==> src/hw/core_pkg.sv <==
// Shared constants for the 8-bit core datapath and its register bus
package core_pkg;
  // Avalon-MM register word offsets (byte addresses)
  localparam logic [7:0] OFS_CMD      = 8'h00;
  localparam logic [7:0] OFS_OPERAND  = 8'h04;
  localparam logic [7:0] OFS_ACC      = 8'h08;
  localparam logic [7:0] OFS_PC       = 8'h0c;
  localparam logic [7:0] OFS_SP       = 8'h10;
  localparam logic [7:0] OFS_PAIRS    = 8'h14;
  localparam logic [7:0] OFS_STATUS   = 8'h18;
  localparam logic [7:0] OFS_ADDR     = 8'h1c;
  localparam logic [7:0] OFS_SFR      = 8'h20;
  localparam logic [7:0] OFS_MODE     = 8'h24;
  // Reset values
  localparam logic [15:0] PC_RESET    = 16'h0000;
  localparam logic [15:0] SP_RESET    = 16'h0000;
  localparam logic [7:0]  PAGE_REG    = 8'hff;
  localparam logic [7:0]  MODEB_RESET = 8'hff;
  // Fixed area and call table
  localparam logic [4:0]  FIXED_AREA_HI  = 5'h00;
  localparam logic [15:0] CALL_TABLE_BASE = 16'h0080;
  // Clock divisions
  localparam int CPU_DIV      = 4;
  localparam int OUT_DIV_SLOW = 8;
  localparam logic [2:0] SERIAL_DIV_MAX = 3'h7;
  // Command opcodes (low 5 bits of command word)
  localparam logic [4:0] OP_NOP   = 5'h00;
  localparam logic [4:0] OP_STEP  = 5'h01;
  localparam logic [4:0] OP_JMP   = 5'h02;
  localparam logic [4:0] OP_ALU   = 5'h03;
  localparam logic [4:0] OP_INDIR = 5'h04;
  localparam logic [4:0] OP_WORK  = 5'h05;
  localparam logic [4:0] OP_DIRECT= 5'h06;
  localparam logic [4:0] OP_CALL  = 5'h07;
  localparam logic [4:0] OP_SCALL = 5'h08;
  localparam logic [4:0] OP_TCALL = 5'h09;
  localparam logic [4:0] OP_RET   = 5'h0a;
  localparam logic [4:0] OP_PUSH  = 5'h0b;
  localparam logic [4:0] OP_POP   = 5'h0c;
  localparam logic [4:0] OP_MOVR  = 5'h0d;
  localparam logic [4:0] OP_SFRW  = 5'h0e;
  localparam logic [4:0] OP_SFRR  = 5'h0f;
  localparam logic [4:0] OP_SFRI  = 5'h10;
  localparam logic [4:0] OP_HALT  = 5'h11;
  localparam logic [4:0] OP_STOP  = 5'h12;
  localparam logic [4:0] OP_WAKE  = 5'h13;
  localparam logic [4:0] OP_LXI   = 5'h14;
  localparam logic [4:0] OP_FLAG  = 5'h15;
  // Arithmetic kinds
  localparam logic [2:0] ALU_ADD = 3'h0;
  localparam logic [2:0] ALU_ADC = 3'h1;
  localparam logic [2:0] ALU_SUB = 3'h2;
  localparam logic [2:0] ALU_SBB = 3'h3;
  localparam logic [2:0] ALU_ADD_SKIP_NO_CARRY = 3'h4;
  localparam logic [2:0] ALU_SUBTRACT_SKIP_NO_BORROW = 3'h5;
  // Indirect field encodings
  localparam logic [2:0] IND_P1 = 3'h1;
  localparam logic [2:0] IND_P2 = 3'h2;
  localparam logic [2:0] IND_P3 = 3'h3;
  localparam logic [2:0] IND_P2_INC = 3'h4;
  localparam logic [2:0] IND_P3_INC = 3'h5;
  localparam logic [2:0] IND_P2_DEC = 3'h6;
  localparam logic [2:0] IND_P3_DEC = 3'h7;
  // Special register selects
  localparam logic [3:0] SR_PA = 4'h0;
  localparam logic [3:0] SR_PB = 4'h1;
  localparam logic [3:0] SR_PC = 4'h2;
  localparam logic [3:0] SR_MK = 4'h3;
  localparam logic [3:0] SR_MB = 4'h4;
  localparam logic [3:0] SR_TM0 = 4'h5;
  localparam logic [3:0] SR_TM1 = 4'h6;
  localparam logic [3:0] SR_S  = 4'h7;
  localparam logic [3:0] SR_SM = 4'h8;
  localparam logic [3:0] SR_SC = 4'h9;
  localparam int SR_COUNT = 10;
  // Mode encodings
  typedef enum logic [2:0] {
    RUN_ST  = 3'b001,
    HALT_ST = 3'b010,
    STOP_ST = 3'b100
  } run_state_e;
endpackage

==> src/hw/clock_divider.sv <==
// Oscillator divider: CPU tick, system clock out, serial bit tick
`timescale 1ns/100ps
`default_nettype none
module clock_divider
  import core_pkg::*;
(
  // Clock and reset
  input  wire logic core_clk_i,
  input  wire logic rst_n_i,
  // Controls
  input  wire logic slow_variant_i,
  input  wire logic halted_i,
  // Outputs
  output logic      cpu_tick_o,
  output logic      sys_clk_o,
  output logic      serial_bit_tick_o
);
  logic [2:0] div_q;

  // Free-running divider of the oscillator
  always_ff @(posedge core_clk_i or negedge rst_n_i) begin
    if (!rst_n_i) begin
      div_q <= 3'h0;
    end else begin
      div_q <= div_q + 3'h1;
    end
  end

  // CPU tick every fourth edge, stopped in halt
  always_ff @(posedge core_clk_i or negedge rst_n_i) begin
    if (!rst_n_i) begin
      cpu_tick_o <= 1'b0;
    end else begin
      cpu_tick_o <= (div_q[1:0] == 2'(CPU_DIV - 1)) && !halted_i;
    end
  end

  // System clock pin, divided by four or eight
  always_ff @(posedge core_clk_i or negedge rst_n_i) begin
    if (!rst_n_i) begin
      sys_clk_o <= 1'b0;
    end else begin
      sys_clk_o <= slow_variant_i ? div_q[2] : div_q[1];
    end
  end

  // Serial counter keeps ticking in every mode here; core_regs gates the pin tick out in stop
  always_ff @(posedge core_clk_i or negedge rst_n_i) begin
    if (!rst_n_i) begin
      serial_bit_tick_o <= 1'b0;
    end else begin
      serial_bit_tick_o <= (div_q == SERIAL_DIV_MAX);
    end
  end
endmodule
`default_nettype wire

==> src/hw/core_regs.sv <==
// Core register set, addressing unit and operand decode
`timescale 1ns/100ps
`default_nettype none
module core_regs
  import core_pkg::*;
(
  // Clock and reset
  input  wire logic        core_clk_i,
  input  wire logic        rst_n_i,
  // Avalon-MM slave
  input  wire logic [7:0]  avs_address_i,
  input  wire logic        avs_read_i,
  input  wire logic        avs_write_i,
  input  wire logic [31:0] avs_writedata_i,
  output logic [31:0]      avs_readdata_o,
  output logic             avs_waitrequest_o,
  // External data path, accumulator only
  input  wire logic [7:0]  ext_data_i,
  output logic [15:0]      mem_addr_o,
  output logic [7:0]       mem_wdata_o,
  output logic             mem_we_o,
  // Pins
  input  wire logic        slow_variant_i,
  output logic             sys_clk_o,
  output logic             serial_bit_tick_o
);
  // Architectural state
  logic [15:0] program_counter_q;
  logic [15:0] stack_pointer_q;
  logic [7:0]  acc_q;
  logic [7:0]  gpr_q [6];
  logic        carry_flag_q;
  logic        zero_flag_q;
  logic        skip_q;
  logic [7:0]  sfr_q [SR_COUNT];
  logic [3:0]  pending_request_flags_q;
  logic [15:0] addr_q;
  logic [31:0] cmd_q;
  logic [15:0] operand_q;
  logic        pend_q;
  logic        ack_q;
  logic [31:0] rdata_q;
  run_state_e  run_q;
  logic        cpu_tick;
  logic        sys_clk;
  logic        ser_tick;
  logic        slow_s1_q;
  logic        slow_s2_q;
  logic        ld_q;

  // Strap synchroniser
  always_ff @(posedge core_clk_i or negedge rst_n_i) begin
    if (!rst_n_i) begin
      slow_s1_q <= 1'b0;
      slow_s2_q <= 1'b0;
    end else begin
      slow_s1_q <= slow_variant_i;
      slow_s2_q <= slow_s1_q;
    end
  end

  clock_divider u_div (
    .core_clk_i        (core_clk_i),
    .rst_n_i           (rst_n_i),
    .slow_variant_i    (slow_s2_q),
    .halted_i          (run_q != RUN_ST),
    .cpu_tick_o        (cpu_tick),
    .sys_clk_o         (sys_clk),
    .serial_bit_tick_o (ser_tick)
  );

  // Pair read helper: 0 first, 1 second, 2 third, 3 stack
  function automatic logic [15:0] pair_rd(input logic [1:0] sel,
                                          input logic [15:0] sp,
                                          input logic [7:0] g [6]);
    case (sel)
      2'd0:    pair_rd = {g[0], g[1]};
      2'd1:    pair_rd = {g[2], g[3]};
      2'd2:    pair_rd = {g[4], g[5]};
      default: pair_rd = sp;
    endcase
  endfunction

  // Indirect code to pair index
  function automatic logic [1:0] ind_pair(input logic [2:0] code);
    case (code)
      IND_P1:                         ind_pair = 2'd0;
      IND_P2, IND_P2_INC, IND_P2_DEC: ind_pair = 2'd1;
      default:                        ind_pair = 2'd2;
    endcase
  endfunction

  // Command fields
  logic [4:0]  op;
  logic [2:0]  sub;
  logic [3:0]  sel;
  logic [7:0]  imm;
  logic [15:0] word;
  logic        exec;
  assign op   = cmd_q[4:0];
  assign sub  = cmd_q[10:8];
  assign sel  = cmd_q[15:12];
  assign imm  = operand_q[7:0];
  assign word = operand_q;
  assign exec = pend_q && cpu_tick && (run_q == RUN_ST);

  // Operand address generation
  logic [15:0] ea;
  always_comb begin
    ea = addr_q;
    case (op)
      OP_INDIR: ea = pair_rd(ind_pair(sub), stack_pointer_q, gpr_q);
      OP_WORK:  ea = {PAGE_REG, imm};
      OP_DIRECT: ea = {word[15:8], word[7:0]};
      default:  ea = addr_q;
    endcase
  end

  // Arithmetic unit
  logic [8:0] sum;
  logic       skip_cond;
  always_comb begin
    case (sub)
      ALU_ADD, ALU_ADD_SKIP_NO_CARRY: sum = {1'b0, acc_q} + {1'b0, imm};
      ALU_ADC: sum = {1'b0, acc_q} + {1'b0, imm} + {8'h00, carry_flag_q};
      ALU_SUB, ALU_SUBTRACT_SKIP_NO_BORROW: sum = {1'b0, acc_q} - {1'b0, imm};
      ALU_SBB: sum = {1'b0, acc_q} - {1'b0, imm} - {8'h00, carry_flag_q};
      default: sum = {1'b0, acc_q};
    endcase
    skip_cond = ((sub == ALU_ADD_SKIP_NO_CARRY) || (sub == ALU_SUBTRACT_SKIP_NO_BORROW)) && !sum[8];
  end

  // Avalon slave: one wait cycle, then answer
  always_ff @(posedge core_clk_i or negedge rst_n_i) begin
    if (!rst_n_i) begin
      ack_q   <= 1'b0;
      rdata_q <= 32'h0;
    end else begin
      ack_q <= (avs_read_i || avs_write_i) && !ack_q;
      case (avs_address_i)
        OFS_CMD:     rdata_q <= cmd_q;
        OFS_OPERAND: rdata_q <= {16'h0, operand_q};
        OFS_ACC:     rdata_q <= {24'h0, acc_q};
        OFS_PC:      rdata_q <= {16'h0, program_counter_q};
        OFS_SP:      rdata_q <= {16'h0, stack_pointer_q};
        OFS_PAIRS:   rdata_q <= {8'h0, gpr_q[0], gpr_q[2], gpr_q[4]};
        OFS_STATUS:  rdata_q <= {20'h0, pending_request_flags_q,
                                 run_q, skip_q, zero_flag_q, carry_flag_q,
                                 pend_q, 1'b0};
        OFS_ADDR:    rdata_q <= {16'h0, addr_q};
        OFS_SFR:     rdata_q <= {24'h0, sfr_q[sel]};
        OFS_MODE:    rdata_q <= {24'h0, gpr_q[1]};
        default:     rdata_q <= 32'h0;
      endcase
    end
  end
  assign avs_readdata_o    = rdata_q;
  assign avs_waitrequest_o = !ack_q;

  // Command and operand registers; completion clears pending
  logic wr_cmd;
  assign wr_cmd = avs_write_i && ack_q && (avs_address_i == OFS_CMD);
  always_ff @(posedge core_clk_i or negedge rst_n_i) begin
    if (!rst_n_i) begin
      cmd_q     <= 32'h0;
      operand_q <= 16'h0;
      pend_q    <= 1'b0;
    end else begin
      if (wr_cmd) begin
        cmd_q  <= avs_writedata_i;
        pend_q <= 1'b1;
      end else if (exec || (pend_q && op == OP_WAKE)) begin
        pend_q <= 1'b0;
      end
      if (avs_write_i && ack_q && avs_address_i == OFS_OPERAND) begin
        operand_q <= avs_writedata_i[15:0];
      end
    end
  end

  // Run, halt and stop state
  always_ff @(posedge core_clk_i or negedge rst_n_i) begin
    if (!rst_n_i) begin
      run_q <= RUN_ST;
    end else begin
      case (run_q)
        RUN_ST:  if (exec && op == OP_HALT) run_q <= HALT_ST;
                 else if (exec && op == OP_STOP) run_q <= STOP_ST;
        HALT_ST, STOP_ST: if (pend_q && op == OP_WAKE) run_q <= RUN_ST;
        default: run_q <= RUN_ST;
      endcase
    end
  end

  // Program counter
  always_ff @(posedge core_clk_i or negedge rst_n_i) begin
    if (!rst_n_i) begin
      program_counter_q <= PC_RESET;
    end else if (exec && op == OP_STOP) begin
      program_counter_q <= PC_RESET;
    end else if (exec) begin
      case (op)
        OP_JMP:   program_counter_q <= sub[0] ?
                    {gpr_q[0], gpr_q[1]} : word;
        OP_CALL:  program_counter_q <= word;
        OP_SCALL: program_counter_q <= {FIXED_AREA_HI,
                    1'b0, word[9:0]};
        OP_TCALL: program_counter_q <= CALL_TABLE_BASE +
                    {10'h0, word[4:0], 1'b0};
        OP_ALU:   program_counter_q <= program_counter_q +
                    (skip_cond ? 16'h2 : 16'h1);
        default:  program_counter_q <= program_counter_q + 16'h1;
      endcase
    end
  end

  // Stack pointer
  always_ff @(posedge core_clk_i or negedge rst_n_i) begin
    if (!rst_n_i) begin
      stack_pointer_q <= SP_RESET;
    end else if (exec) begin
      case (op)
        OP_CALL, OP_SCALL, OP_TCALL, OP_PUSH:
          stack_pointer_q <= stack_pointer_q - 16'h2;
        OP_RET, OP_POP:
          stack_pointer_q <= stack_pointer_q + 16'h2;
        OP_LXI:
          if (sel[1:0] == 2'd3) stack_pointer_q <= word;
        default: stack_pointer_q <= stack_pointer_q;
      endcase
    end
  end

  // General registers, pair loads and auto-step
  always_ff @(posedge core_clk_i or negedge rst_n_i) begin
    if (!rst_n_i) begin
      for (int i = 0; i < 6; i++) gpr_q[i] <= 8'h00;
    end else if (exec) begin
      case (op)
        OP_MOVR: gpr_q[sel[2:0] % 6] <= acc_q;
        OP_LXI, OP_POP: if (sel[1:0] != 2'd3) begin
          gpr_q[{sel[1:0], 1'b0}]  <= word[15:8];
          gpr_q[{sel[1:0], 1'b1}]  <= word[7:0];
        end
        OP_INDIR: begin
          if (sub == IND_P2_INC) {gpr_q[2], gpr_q[3]} <= {gpr_q[2], gpr_q[3]} + 16'h1;
          if (sub == IND_P3_INC) {gpr_q[4], gpr_q[5]} <= {gpr_q[4], gpr_q[5]} + 16'h1;
          if (sub == IND_P2_DEC) {gpr_q[2], gpr_q[3]} <= {gpr_q[2], gpr_q[3]} - 16'h1;
          if (sub == IND_P3_DEC) {gpr_q[4], gpr_q[5]} <= {gpr_q[4], gpr_q[5]} - 16'h1;
        end
        default: gpr_q[0] <= gpr_q[0];
      endcase
    end
  end

  // Accumulator, flags and external transfers
  always_ff @(posedge core_clk_i or negedge rst_n_i) begin
    if (!rst_n_i) begin
      acc_q <= 8'h00; carry_flag_q <= 1'b0; zero_flag_q <= 1'b0;
      skip_q <= 1'b0; addr_q <= 16'h0; mem_we_o <= 1'b0;
      mem_wdata_o <= 8'h00; ld_q <= 1'b0;
    end else begin
      mem_we_o <= 1'b0;
      ld_q <= 1'b0;
      // Load lands once the new address has reached memory
      if (ld_q) acc_q <= ext_data_i;
      if (exec && op == OP_STOP) begin
        carry_flag_q <= 1'b0; zero_flag_q <= 1'b0; skip_q <= 1'b0;
      end else if (exec) begin
        case (op)
          OP_ALU: begin
            acc_q <= sum[7:0];
            carry_flag_q <= sum[8];
            zero_flag_q <= (sum[7:0] == 8'h00);
            skip_q <= skip_cond;
          end
          OP_INDIR, OP_WORK, OP_DIRECT: begin
            addr_q <= ea;
            if (sub[0] && op != OP_INDIR || cmd_q[16]) begin
              mem_we_o <= 1'b1; mem_wdata_o <= acc_q;
            end else begin
              ld_q <= 1'b1;
            end
          end
          OP_SFRR: if (sel != SR_MB && sel != SR_SM)
                     acc_q <= sfr_q[sel];
          default: acc_q <= acc_q;
        endcase
      end
    end
  end
  assign mem_addr_o = addr_q;

  // Special registers and request flags
  always_ff @(posedge core_clk_i or negedge rst_n_i) begin
    if (!rst_n_i) begin
      for (int i = 0; i < SR_COUNT; i++) sfr_q[i] <= 8'h00;
      sfr_q[SR_MB] <= MODEB_RESET;
      pending_request_flags_q <= 4'h0;
    end else if (exec) begin
      case (op)
        OP_SFRW: if (sel < 4'(SR_COUNT)) sfr_q[sel] <= acc_q;
        OP_SFRI: if (sel <= SR_MK) sfr_q[sel] <= sfr_q[sel] | imm;
        OP_FLAG: pending_request_flags_q[sel[1:0]] <= 1'b0;
        OP_STOP: pending_request_flags_q <= 4'h0;
        default: pending_request_flags_q <= pending_request_flags_q;
      endcase
    end
  end

  // Pin outputs registered; serial tick gated out in stop
  always_ff @(posedge core_clk_i or negedge rst_n_i) begin
    if (!rst_n_i) begin
      sys_clk_o <= 1'b0; serial_bit_tick_o <= 1'b0;
    end else begin
      sys_clk_o <= sys_clk;
      serial_bit_tick_o <= ser_tick && (run_q != STOP_ST);
    end
  end

  // Checks
  AST_PC_STOP: assert property (@(posedge core_clk_i) disable iff (!rst_n_i)
    exec && op == OP_STOP |=> program_counter_q == 16'h0)
    else $error("stop did not clear counter");
  AST_HALT_HOLD: assert property (@(posedge core_clk_i) disable iff (!rst_n_i)
    run_q == HALT_ST |=> $stable(program_counter_q))
    else $error("counter moved in halt");
  AST_SP_CALL: assert property (@(posedge core_clk_i) disable iff (!rst_n_i)
    exec && op == OP_CALL |=> stack_pointer_q == $past(stack_pointer_q) - 16'h2)
    else $error("call did not drop stack");
  AST_WORK_PAGE: assert property (@(posedge core_clk_i) disable iff (!rst_n_i)
    exec && op == OP_WORK |=> mem_addr_o[15:8] == 8'hff)
    else $error("page not all ones");
  AST_SCALL: assert property (@(posedge core_clk_i) disable iff (!rst_n_i)
    exec && op == OP_SCALL |=> program_counter_q < 16'h0800)
    else $error("short call outside area");
  AST_ZERO: assert property (@(posedge core_clk_i) disable iff (!rst_n_i)
    exec && op == OP_ALU |=> zero_flag_q == (acc_q == 8'h00))
    else $error("zero flag mismatch");
  AST_TICK: assert property (@(posedge core_clk_i) disable iff (!rst_n_i)
    cpu_tick |=> !cpu_tick [*3])
    else $error("cpu tick too fast");
  AST_STOP_TICK: assert property (@(posedge core_clk_i) disable iff (!rst_n_i)
    run_q == STOP_ST |=> !serial_bit_tick_o)
    else $error("serial tick leaked in stop");
  COV_ALU: cover property (@(posedge core_clk_i) exec && op == OP_ALU);
  COV_HALT: cover property (@(posedge core_clk_i) run_q == HALT_ST);
  COV_INC: cover property (@(posedge core_clk_i) exec && sub == IND_P2_INC);
endmodule
`default_nettype wire

==> config.mk <==
export PLATFORM = sky130hd
export DESIGN_NAME = core_regs
export DESIGN_NICKNAME = d
export VERILOG_FILES = /design/src/hw/core_pkg.sv /design/src/hw/clock_divider.sv /design/src/hw/core_regs.sv
export SDC_FILE = /design/constraint.sdc
export NUM_CORES = 1
export LEC_CHECK = 0
export ABC_AREA = 1
export BUFFER_PORTS_ARGS = -buffer_cell sky130_fd_sc_hd__buf_4
export CORE_ASPECT_RATIO = 0.75
export CORE_MARGIN = 2
export CORE_UTILIZATION = 28
export DETAILED_ROUTE_END_ITERATION = 10
export PLACE_DENSITY = 0.42
export SYNTH_ARGS = -nofsm -noshare
export SYNTH_HDL_FRONTEND = slang
export SYNTH_SLANG_ARGS = --single-unit
==> constraint.sdc <==
create_clock -name core_clk_i -period 3.7 [get_ports core_clk_i]
set_clock_uncertainty 0.05 [all_clocks]
set_input_delay 0.555 -clock core_clk_i [delete_from_list [all_inputs] [get_ports core_clk_i]]
set_output_delay 0.555 -clock core_clk_i [all_outputs]
set_load 0.1 [all_outputs]
==> out/qor.yml, run 1 <==
status:
  outcome: "complete, but fails checks"
  violations: "negative setup slack"
placement:
  port_buffers: 112
  dpl.hpwl_um: 65900
  post-place-cells: 3503
  gp_congestion: 0.942
  place_ws_ps: -601
power_and_ir_drop:
  powerDensity_nw_per_um2: 351
  worst_ir_drop_vdd_uv: 244
  power.total_uw: 8070
  swShare: 0.268
  p_comb_frac: 0.103
  p_int_uw: 5910
  seq_power_share: 0.408
  cellLeakagePower_uw: 0.0109
  pwr-share-clk: 0.490
  p_sw_uw: 2170
floorplanning:
  num_io_pins: 113
  num_rows: 81
  die_w_um: 300
  initial_utilization: 0.282
  dieHeight_um: 226
  fp.dieArea_um2: 67700
  placeableCoreArea_um2: 65100
synth:
  ys_top_cells_by_area: "dfrtp_1 39%, nand2_1 11%, o21ai_0 7.7%"
  yosysTopAreaCell: "dfrtp_1"
  syn_avg_cell_area_um2: 7.53
  synth_cell_type_count: 60
  ys_ff_latch: 296
  synth_area_um2: 18400
  async_reset_ff_frac: 1.00
  syn_inst: 2439
  synthFlopType: "dfrtp_1"
  synth_edf_count: 0
  seq_area_frac_synth: 0.404
  yosys_warnings: 0
  synth_top_area_frac: 0.391
  synth_nets: 2564
grt:
  grt_pass1_vias: 18306
  grt_max_degree: 89
  grt_pass1_wl_um: 125000
  antenna_found_initial: 3
  overflow: 0
  track_usage: 0.250
layout:
  n_antenna_cell: 0
  drive_gt1_frac: 0.183
  finalNetCount: 2825
  layoutNonFillerInstCount: 3598
  areaGrowthSynthToFinish_pct: 25.2
clock_tree:
  cts_root_buf: "clkbuf_16"
  cts.clk_slew.worst_paths_ps: 60
  clock-sinks: 296
  clkLatencyLatePin_ps: 590
  h-tree-depth: 2
  numCtsBuffers: 37
  cts.path.max_buffers: 3
  cts_tree: "built"
setup_path:
  slowest_stage: "fa_1"
  arrival_ps: 4590
  end_kind: "register"
  crit_path_frequent_cell: "nand2_2"
  crit_required_ps: 4120
  worst-path-max-fanout: 3
  slowest_delay_ps: 430
  critPathKind: "register to register"
  worstSetupStartpointType: "register"
timing:
  fin_ws_ps: -472
  fin_crit_ps: 4170
  slew_headroom: 0.233
  period_share: 1.13
  fmax_mhz: 240
  setup_viol: 14
  slew_viol_final: 0
  rsz0062_at_grt: "true"
  timing_hold_violations_final: 0
  worstMarginPinSlew_ps: 1150
  holdWs_ps: 1.87
routing:
  routed_wl_um: 85300
  detail_route.wl_per_cell_um: 23.7
  postRouteAntennaNets: 0
  drtPass1Iterations: 8
  vias: 19268
  viasPerCell: 5.36
  remaining_drc_errors: 0
  drt_iter0_markers: 1940
run:
  maxCapViolCount: 0
worst_hold_path:
  min_path_type: "input pin to asynchronous set/reset pin"
-- synth_stat cells, types with 4 or more instances --
cell type	number
nand2_1	546
dfrtp_1	287
o21ai_0	283
inv_1	258
nor2_1	215
a21oi_1	156
nand3_1	114
ha_1	66
clkbuf_1	52
o21ai_1	50
a22oi_1	46
o22ai_1	45
a221oi_1	36
o221ai_1	19
buf_2	17
a211oi_1	16
nand4_1	16
nor3_1	16
inv_2	15
xor2_1	14
a31oi_1	13
nand3_2	11
o31ai_1	11
dfstp_2	9
o21ai_2	9
mux2_2	8
o2111ai_1	7
o211ai_1	7
a41oi_1	6
buf_1	6
fa_1	6
nor2_2	6
o21a_1	6
clkinv_1	5
nand3b_1	5
nor2_4	5
or2_2	5
a21o_1	4
nand2_2	4
xnor2_1	4
-- final timing paths --
check                      slack, ps           start  depth (start not counted)                    end
setup / recovery                -470        acc_q[0]                         31  program_counter_q[10]
hold reg to reg                  300       slow_s1_q                          0              slow_s2_q
setup reg to reg                -470        acc_q[0]                         31  program_counter_q[10]
max in group asynchronous       2630         rst_n_i                          2              sfr_q[40]
min in group core_clk_i           30  slow_variant_i                          1              slow_s1_q
hold / removal                     2         rst_n_i                          1              gpr_q[32]
-- routing by layer --
layer  vias up  global-route usage  part of all wire
li1       8881                   -                 -
met1      9380               0.388              0.49
met2       896               0.350              0.40
met3       109              0.0547             0.092
met4         2              0.0500             0.019
met5         -                   0           0.00020
-- power groups by stage --
stage	Sequential [uW]	Clock, uW	Combinational, uW
floorplan	3350	0	337
global placement	3350	0	795
detailed placement	3350	0	795
CTS	3290	4050	813
global route	3290	4160	902
finish	3290	3950	828
-- registers in the layout, indices dropped and copies added, names as in the netlist, 3 cells and up --
| name | count |
|---|---|
| mem_addr_o | 16 |
| cmd_q | 32 |
| avs_readdata_o | 32 |
| pending_request_flags_q | 4 |
| stack_pointer_q | 16 |
| mem_wdata_o | 8 |
| operand_q | 16 |
| gpr_q | 48 |
| run_q | 3 |
| program_counter_q | 16 |
| u_div.div_q | 3 |
| sfr_q | 80 |
| acc_q | 8 |
-- per-stage QoR --
stage | cell area [um^2] | setup TNS [ps] | utilization
floorplan | 18400 | -213 | -
CTS | 22800 | -3630 | 0.351
global placement | 21300 | -4760 | 0.327
finish | 23000 | -3640 | 0.353
global route | 23000 | -7540 | 0.353
detailed placement | 21300 | -5240 | 0.327
-- layout make-up --
type,instances,area (um^2)
Fill cell,6935,42100
Tap cell,871,1090
Multi-Input combinational cell,1784,9800
Inverter,280,1060
Clock buffer,53,1070
Sequential cell,296,7420
Timing Repair Buffer,301,2320
Clock inverter,13,241
-- layout by cell type (no fill, tap or decap), types with 6 or more instances in the layout --
cell and instances:
nand2_1 536, buf_4 294, dfrtp_1 287, o21ai_0 268, inv_1 252, nor2_1 204
a21oi_1 153, nand3_1 107, o21ai_1 61, ha_1 61, a22oi_1 46, o22ai_1 45
clkbuf_16 37, a221oi_1 36, inv_2 20, o221ai_1 19, nand3_2 17, a211oi_1 16
nand4_1 16, nor3_1 14, xor2_1 14, nand2_2 14, o21ai_2 13, a31oi_1 13
nor2_2 12, o31ai_1 11, nor2_4 10, dfstp_2 9, mux2_2 8, clkbuf_8 8
clkbuf_1 8, o211ai_1 7, o2111ai_1 7, o21a_1 6, a41oi_1 6
-- what timing repair did --
item	4_1_cts	5_1_grt
setup endpoints to repair	14	18
pin swaps	26	19
buffers inserted	22	7
hold buffers	0	0
resized for setup	26	37
gates cloned	0	0
-- kinds of logic after synthesis --
kind of cell / after synthesis / synth area share
mux: 8 / 0.00491
compound gates: 729 / 0.235
flops: 296 / 0.404
fa+ha+maj: 72 / 0.0515
simple gates: 957 / 0.219
buf+inv: 359 / 0.0762
xor+xnor: 18 / 0.00859
-- worst max-delay path: cells and delay by family (launching register included) --
family	cells	cell delay [ps]
AO/OA/AOI/OAI	1	240
flip-flops	1	400
buffers and inverters	7	580
XOR/XNOR	1	140
adder cells (fa/ha/maj)	5	1270
AND/OR/NAND/NOR	17	1360
(Power assumes the default switching activity.)
==> run 2, diff against run 1 <==
- RECOVER_POWER: default -> 25
==> run 2 against run 1 <==
Power is essentially flat. Maximum frequency increased by 0.15%. Die area did not move. Wire length up 0.20%. Largest power group unchanged. Clock power about the same. The run ends with max-capacitance violations, max-slew violations, negative setup slack left. Count of clock-buffer cells in the layout unchanged. Critical path depth unchanged.
==> out/qor.yml, run 2 (same netlist as run 1, synthesis figures left out) <==
setup_path:
  crit_required_ps: 4120
  arrival_ps: 4580
  r2r-end: "program_counter_q[10]"
  regToRegSetupSlack_ps: -470
  slowest_delay_ps: 430
  worst-path-max-fanout: 3
  crit_path_frequent_cell: "nand2_2"
  worst-r2r-cell-count: 31
  worstSetupStartpointType: "register"
  reg2reg_from: "acc_q[0]"
  slowest_stage: "fa_1"
  critPathKind: "register to register"
  end_kind: "register"
placement:
  dpl.hpwl_um: 65900
  port_buffers: 112
  gp_congestion: 0.942
layout:
  largest-register: "sfr_q"
  layout_common_cells: "536 x nand2_1, 291 x buf_4, 287 x dfrtp_1"
  final_common_cell: "nand2_1"
  areaGrowthSynthToFinish_pct: 25.0
  fillCellCount: 6937
  largest_register_ffs: 80
  finalNetCount: 2825
  drive_gt1_frac: 0.183
  largestRegisters: "sfr_q x80, gpr_q x48"
routing:
  detail_route.wl_per_cell_um: 23.8
  vias: 19292
  drt_iter0_markers: 2070
  postRouteAntennaNets: 0
  remaining_drc_errors: 0
  routed_wl_um: 85500
  viasPerCell: 5.36
  drtPass1Iterations: 6
power_and_ir_drop:
  powerDensity_nw_per_um2: 352
  cellLeakagePower_uw: 0.0109
  worst_ir_drop_vdd_uv: 244
  power.total_uw: 8070
status:
  outcome: "complete, but fails checks"
  violations: "max-capacitance violations, max-slew violations, negative setup slack"
grt:
  overflow: 0
  grt_pass1_wl_um: 125000
  grt_max_degree: 89
  grt_pass1_vias: 18306
  track_usage: 0.250
  antenna_found_initial: 3
timing:
  timing_hold_violations_final: 0
  holdWs_ps: 55.4
  fin_crit_ps: 4170
  period_share: 1.13
  setup_tns_ps: -3640
  fmax_mhz: 240
  worstMarginPinSlew_ps: 2750
  rsz0062_at_grt: "true"
  slew_headroom: -0.836
  slew_viol_final: 88
  setup_viol: 13
  fin_ws_ps: -466
floorplanning:
  fp.dieArea_um2: 67700
  initial_utilization: 0.282
  num_io_pins: 113
  num_rows: 81
  dieHeight_um: 226
  placeableCoreArea_um2: 65100
  die_w_um: 300
worst_hold_path:
  holdPathStages: 1
  min-delay-start: "slow_variant_i"
  hold_end: "slow_s1_q"
  min_path_type: "input pin to register"
clock_tree:
  clock-sinks: 296
  h-tree-depth: 2
  clkLatencyLatePin_ps: 590
  cts_hold_buf: 0
  cts_tree: "built"
  cts.clk_slew.worst_paths_ps: 60
  cts.path.max_buffers: 3
  numCtsBuffers: 37
  cts_root_buf: "clkbuf_16"
run:
  maxCapViolCount: 1
[run 2: cell types whose count changed in the layout (fill, tap and decap cells not counted)]
cell,delta
buf_12,-1
buf_4,-3
clkbuf_1,+2
diode_2,+1
clkbuf_2,+2
buf_8,-1
clkbuf_4,+1
[run 2: final cells by class]
class | count | area (um^2) | area share
multi-input combinational | 1784 | 9800 | 0.427
sequential | 296 | 7420 | 0.323
timing repair buffer | 301 | 2280 | 0.0994
tap | 871 | 1090 | 0.0475
clock buffer | 53 | 1070 | 0.0464
inverter | 280 | 1060 | 0.0463
clock inverter | 13 | 241 | 0.0105
antenna | 1 | 2.50 | 0.000109
[run 2: layer usage]
| layer | part of all wire | vias up | track usage | wire length, um |
|---|---|---|---|---|
| li1 | - | 8875 | - | - |
| met1 | 0.50 | 9496 | 0.388 | 42500 |
| met2 | 0.40 | 824 | 0.350 | 33900 |
| met3 | 0.087 | 95 | 0.0547 | 7470 |
| met4 | 0.018 | 2 | 0.0500 | 1550 |
| met5 | 0.00020 | - | 0 | 17 |
[run 2: timing repair]
action	4_1_cts	5_1_grt
gates resized for setup	26	37
endpoints found under the setup margin	14	18
setup buffers	22	7
pin swaps	26	19
[run 2: worst max-delay path: cells and delay by family, from the launching register on]
kind                     cells  cell delay (ps)
AO/OA/AOI/OAI                1              230
XOR/XNOR                     1              140
adder cells (fa/ha/maj)      5             1270
buffers and inverters        7              580
flip-flops                   1              410
AND/OR/NAND/NOR             17             1370
[run 2: worst max path at each step]
stage,slack (ps),to,cells after the start,from
floorplan,-80,program_counter_q[14],31,acc_q[0]
global placement,-560,program_counter_q[13],29,acc_q[0]
detailed placement,-600,program_counter_q[14],31,acc_q[0]
CTS,-450,program_counter_q[10],31,acc_q[0]
global route,-760,program_counter_q[12],33,acc_q[0]
finish,-470,program_counter_q[10],31,acc_q[0]
[run 2: stage by stage]
step / cells / cell area, um^2 / util / setup slack (ps)
after CTS: 3591 / 22800 / 0.351 / -452
after global routing: 3598 / 23000 / 0.353 / -760
after global placement: 3503 / 21300 / 0.327 / -563
after floorplan: 2439 / 18400 / - / -84.2
after detailed placement: 3503 / 21300 / 0.327 / -601
final: 3599 / 23000 / 0.353 / -466
[run 2: report_power, final]
part           switching (uW)  leakage [uW]  total [uW]  internal (uW)
registers                27.2       0.00399        3290           3260
logic                     562       0.00624         826            263
clock network            1580      0.000641        3960           2380
total                    2170        0.0109        8070           5900
==> run 3, diff against run 2 <==
- BUFFER_PORTS_ARGS: -buffer_cell sky130_fd_sc_hd__buf_4 -> -buffer_cell sky130_fd_sc_hd__clkbuf_2
==> run 3 against run 2 <==
The run still ends with max-capacitance violations, max-slew violations, negative setup slack left. Die area is the same. First-iteration DRC count rose by 6.2%. Critical path depth is 2 higher. Largest cell class unchanged. Highest routed layer is now met4.
==> out/qor.yml, run 3 (same netlist as run 1, synthesis figures left out) <==
layout:
  final_util: 0.349
  largest_register_ffs: 80
  largest-register: "sfr_q"
  largestRegisters: "sfr_q x80, gpr_q x48"
  fillCellCount: 6989
  drive_gt1_frac: 0.183
  seq_area_um2: 7420
  finalNetCount: 2837
  areaGrowthSynthToFinish_pct: 23.7
  final_common_cell: "nand2_1"
  stdcell_area_um2: 22700
  layout_common_cells: "539 x nand2_1, 286 x dfrtp_1, 274 x o21ai_0"
  multi_input_area_um2: 9790
setup_path:
  arrival_ps: 4560
  critPathKind: "register to register"
  worst-r2r-cell-count: 33
  end_kind: "register"
  slowest_stage: "fa_1"
  r2r-end: "program_counter_q[12]"
  worst-path-max-fanout: 3
  critPathCapture: "program_counter_q[12]"
  worstSetupStartpointType: "register"
  crit_required_ps: 4110
  startpoint: "acc_q[0]"
  slowest_delay_ps: 510
  regToRegSetupSlack_ps: -450
  reg2reg_from: "acc_q[0]"
clock_tree:
  clock-sinks: 296
  cts.path.max_buffers: 3
  h-tree-depth: 2
  numCtsBuffers: 37
  cts_root_buf: "clkbuf_16"
  clkLatencyLatePin_ps: 590
  cts.clk_slew.worst_paths_ps: 60
  cts_tree: "built"
placement:
  port_buffers: 112
  gp_congestion: 0.995
  dpl.hpwl_um: 65200
  place_ws_ps: -686
  placed_area_um2: 21200
power_and_ir_drop:
  power.total_uw: 7900
  worst_ir_drop_vdd_uv: 270
  powerDensity_nw_per_um2: 348
  cellLeakagePower_uw: 0.0108
timing:
  timing_hold_violations_final: 0
  slew_viol_final: 135
  fin_ws_ps: -445
  fin_crit_ps: 4150
  rsz0062_at_grt: "true"
  fmax_mhz: 241
  worstMarginPinSlew_ps: 1980
  slew_headroom: -0.321
  period_share: 1.12
  setup_viol: 11
  setup_tns_ps: -2680
grt:
  track_usage: 0.251
  grt_pass1_vias: 18204
  grt_max_degree: 135
  antenna_found_initial: 2
  grt_pass1_wl_um: 125000
  overflow: 0
routing:
  detail_route.wl_per_cell_um: 23.5
  vias: 19191
  remaining_drc_errors: 0
  drt_iter0_markers: 2199
  viasPerCell: 5.32
  postRouteAntennaNets: 0
  drtPass1Iterations: 6
  routed_wl_um: 85000
status:
  violations: "max-capacitance violations, max-slew violations, negative setup slack"
  outcome: "complete, but fails checks"
run:
  maxCapViolCount: 1
floorplanning:
  die_w_um: 300
  fp.dieArea_um2: 67700
  num_io_pins: 113
  dieHeight_um: 226
  num_rows: 81
  placeableCoreArea_um2: 65100
  initial_utilization: 0.282
worst_hold_path:
  holdPathStages: 3
  min_path_type: "input pin to register"
run 3: cell types whose count changed in the layout (fill, tap and decap cells not counted), sizes merged:
cell and change:
clkbuf +107, dlygate4sd3 +2, bufinv -2, clkinv +2, buf -99, clkinvlp +1
run 3: worst max-delay path, delay by kind of cell, from the launching register on:
family	cells	cell delay (ps)
AND/OR/NAND/NOR	19	1720
adder cells (fa/ha/maj)	5	1080
buffers and inverters	7	570
flip-flops	1	410
AO/OA/AOI/OAI	2	180
run 3: through the flow:
stage                     hold slack (ps)  instances
after detailed placement              296       3525
final                                 138       3610
after floorplan                       209       2439
after global placement                287       3525
after CTS                             114       3604
after global routing                  140       3609
run 3: worst min-delay path by stage:
stage,startpoint,endpoint,slack [ps]
after CTS,avs_read_i,ack_q,110
after floorplan,rst_n_i,acc_q[0],210
after global routing,avs_read_i,ack_q,140
after detailed placement,u_div.sys_clk_o,sys_clk_o,300
final,avs_read_i,ack_q,140
after global placement,u_div.sys_clk_o,sys_clk_o,290
run 3: where the power goes:
| part | switching (uW) | internal (uW) | total, uW |
|---|---|---|---|
| Sequential | 23.4 | 3260 | 3290 |
| Clock | 1590 | 2210 | 3800 |
| Combinational | 555 | 258 | 814 |
run 3: timing repair:
item / CTS / global route
hold buffers: 2 / 0
buffers inserted: 12 / 5
hold endpoints to repair: 13 / 0
pin swaps: 15 / 23
resized for setup: 25 / 27
endpoints found under the setup margin: 14 / 15
run 3: cell type report:
cell class | instances | share of cell area
flip-flops and latches | 296 | 0.327
repair buffers | 313 | 0.0925
clock buffers | 51 | 0.0462
well taps | 871 | 0.0480
multi-input cells | 1784 | 0.431
inverters | 280 | 0.0468
clock inverters | 14 | 0.00876
diodes | 1 | 0.000110
run 3: metal layers:
| metal | global-route usage | up-vias | wire length (um) |
|---|---|---|---|
| met3 | 0.0606 | 127 | 7900 |
| met4 | 0.0576 | 0 | 2010 |
| met1 | 0.391 | 9344 | 42100 |
| met2 | 0.339 | 825 | 33000 |
| li1 | - | 8895 | - |
| met5 | 0 | - | 0 |
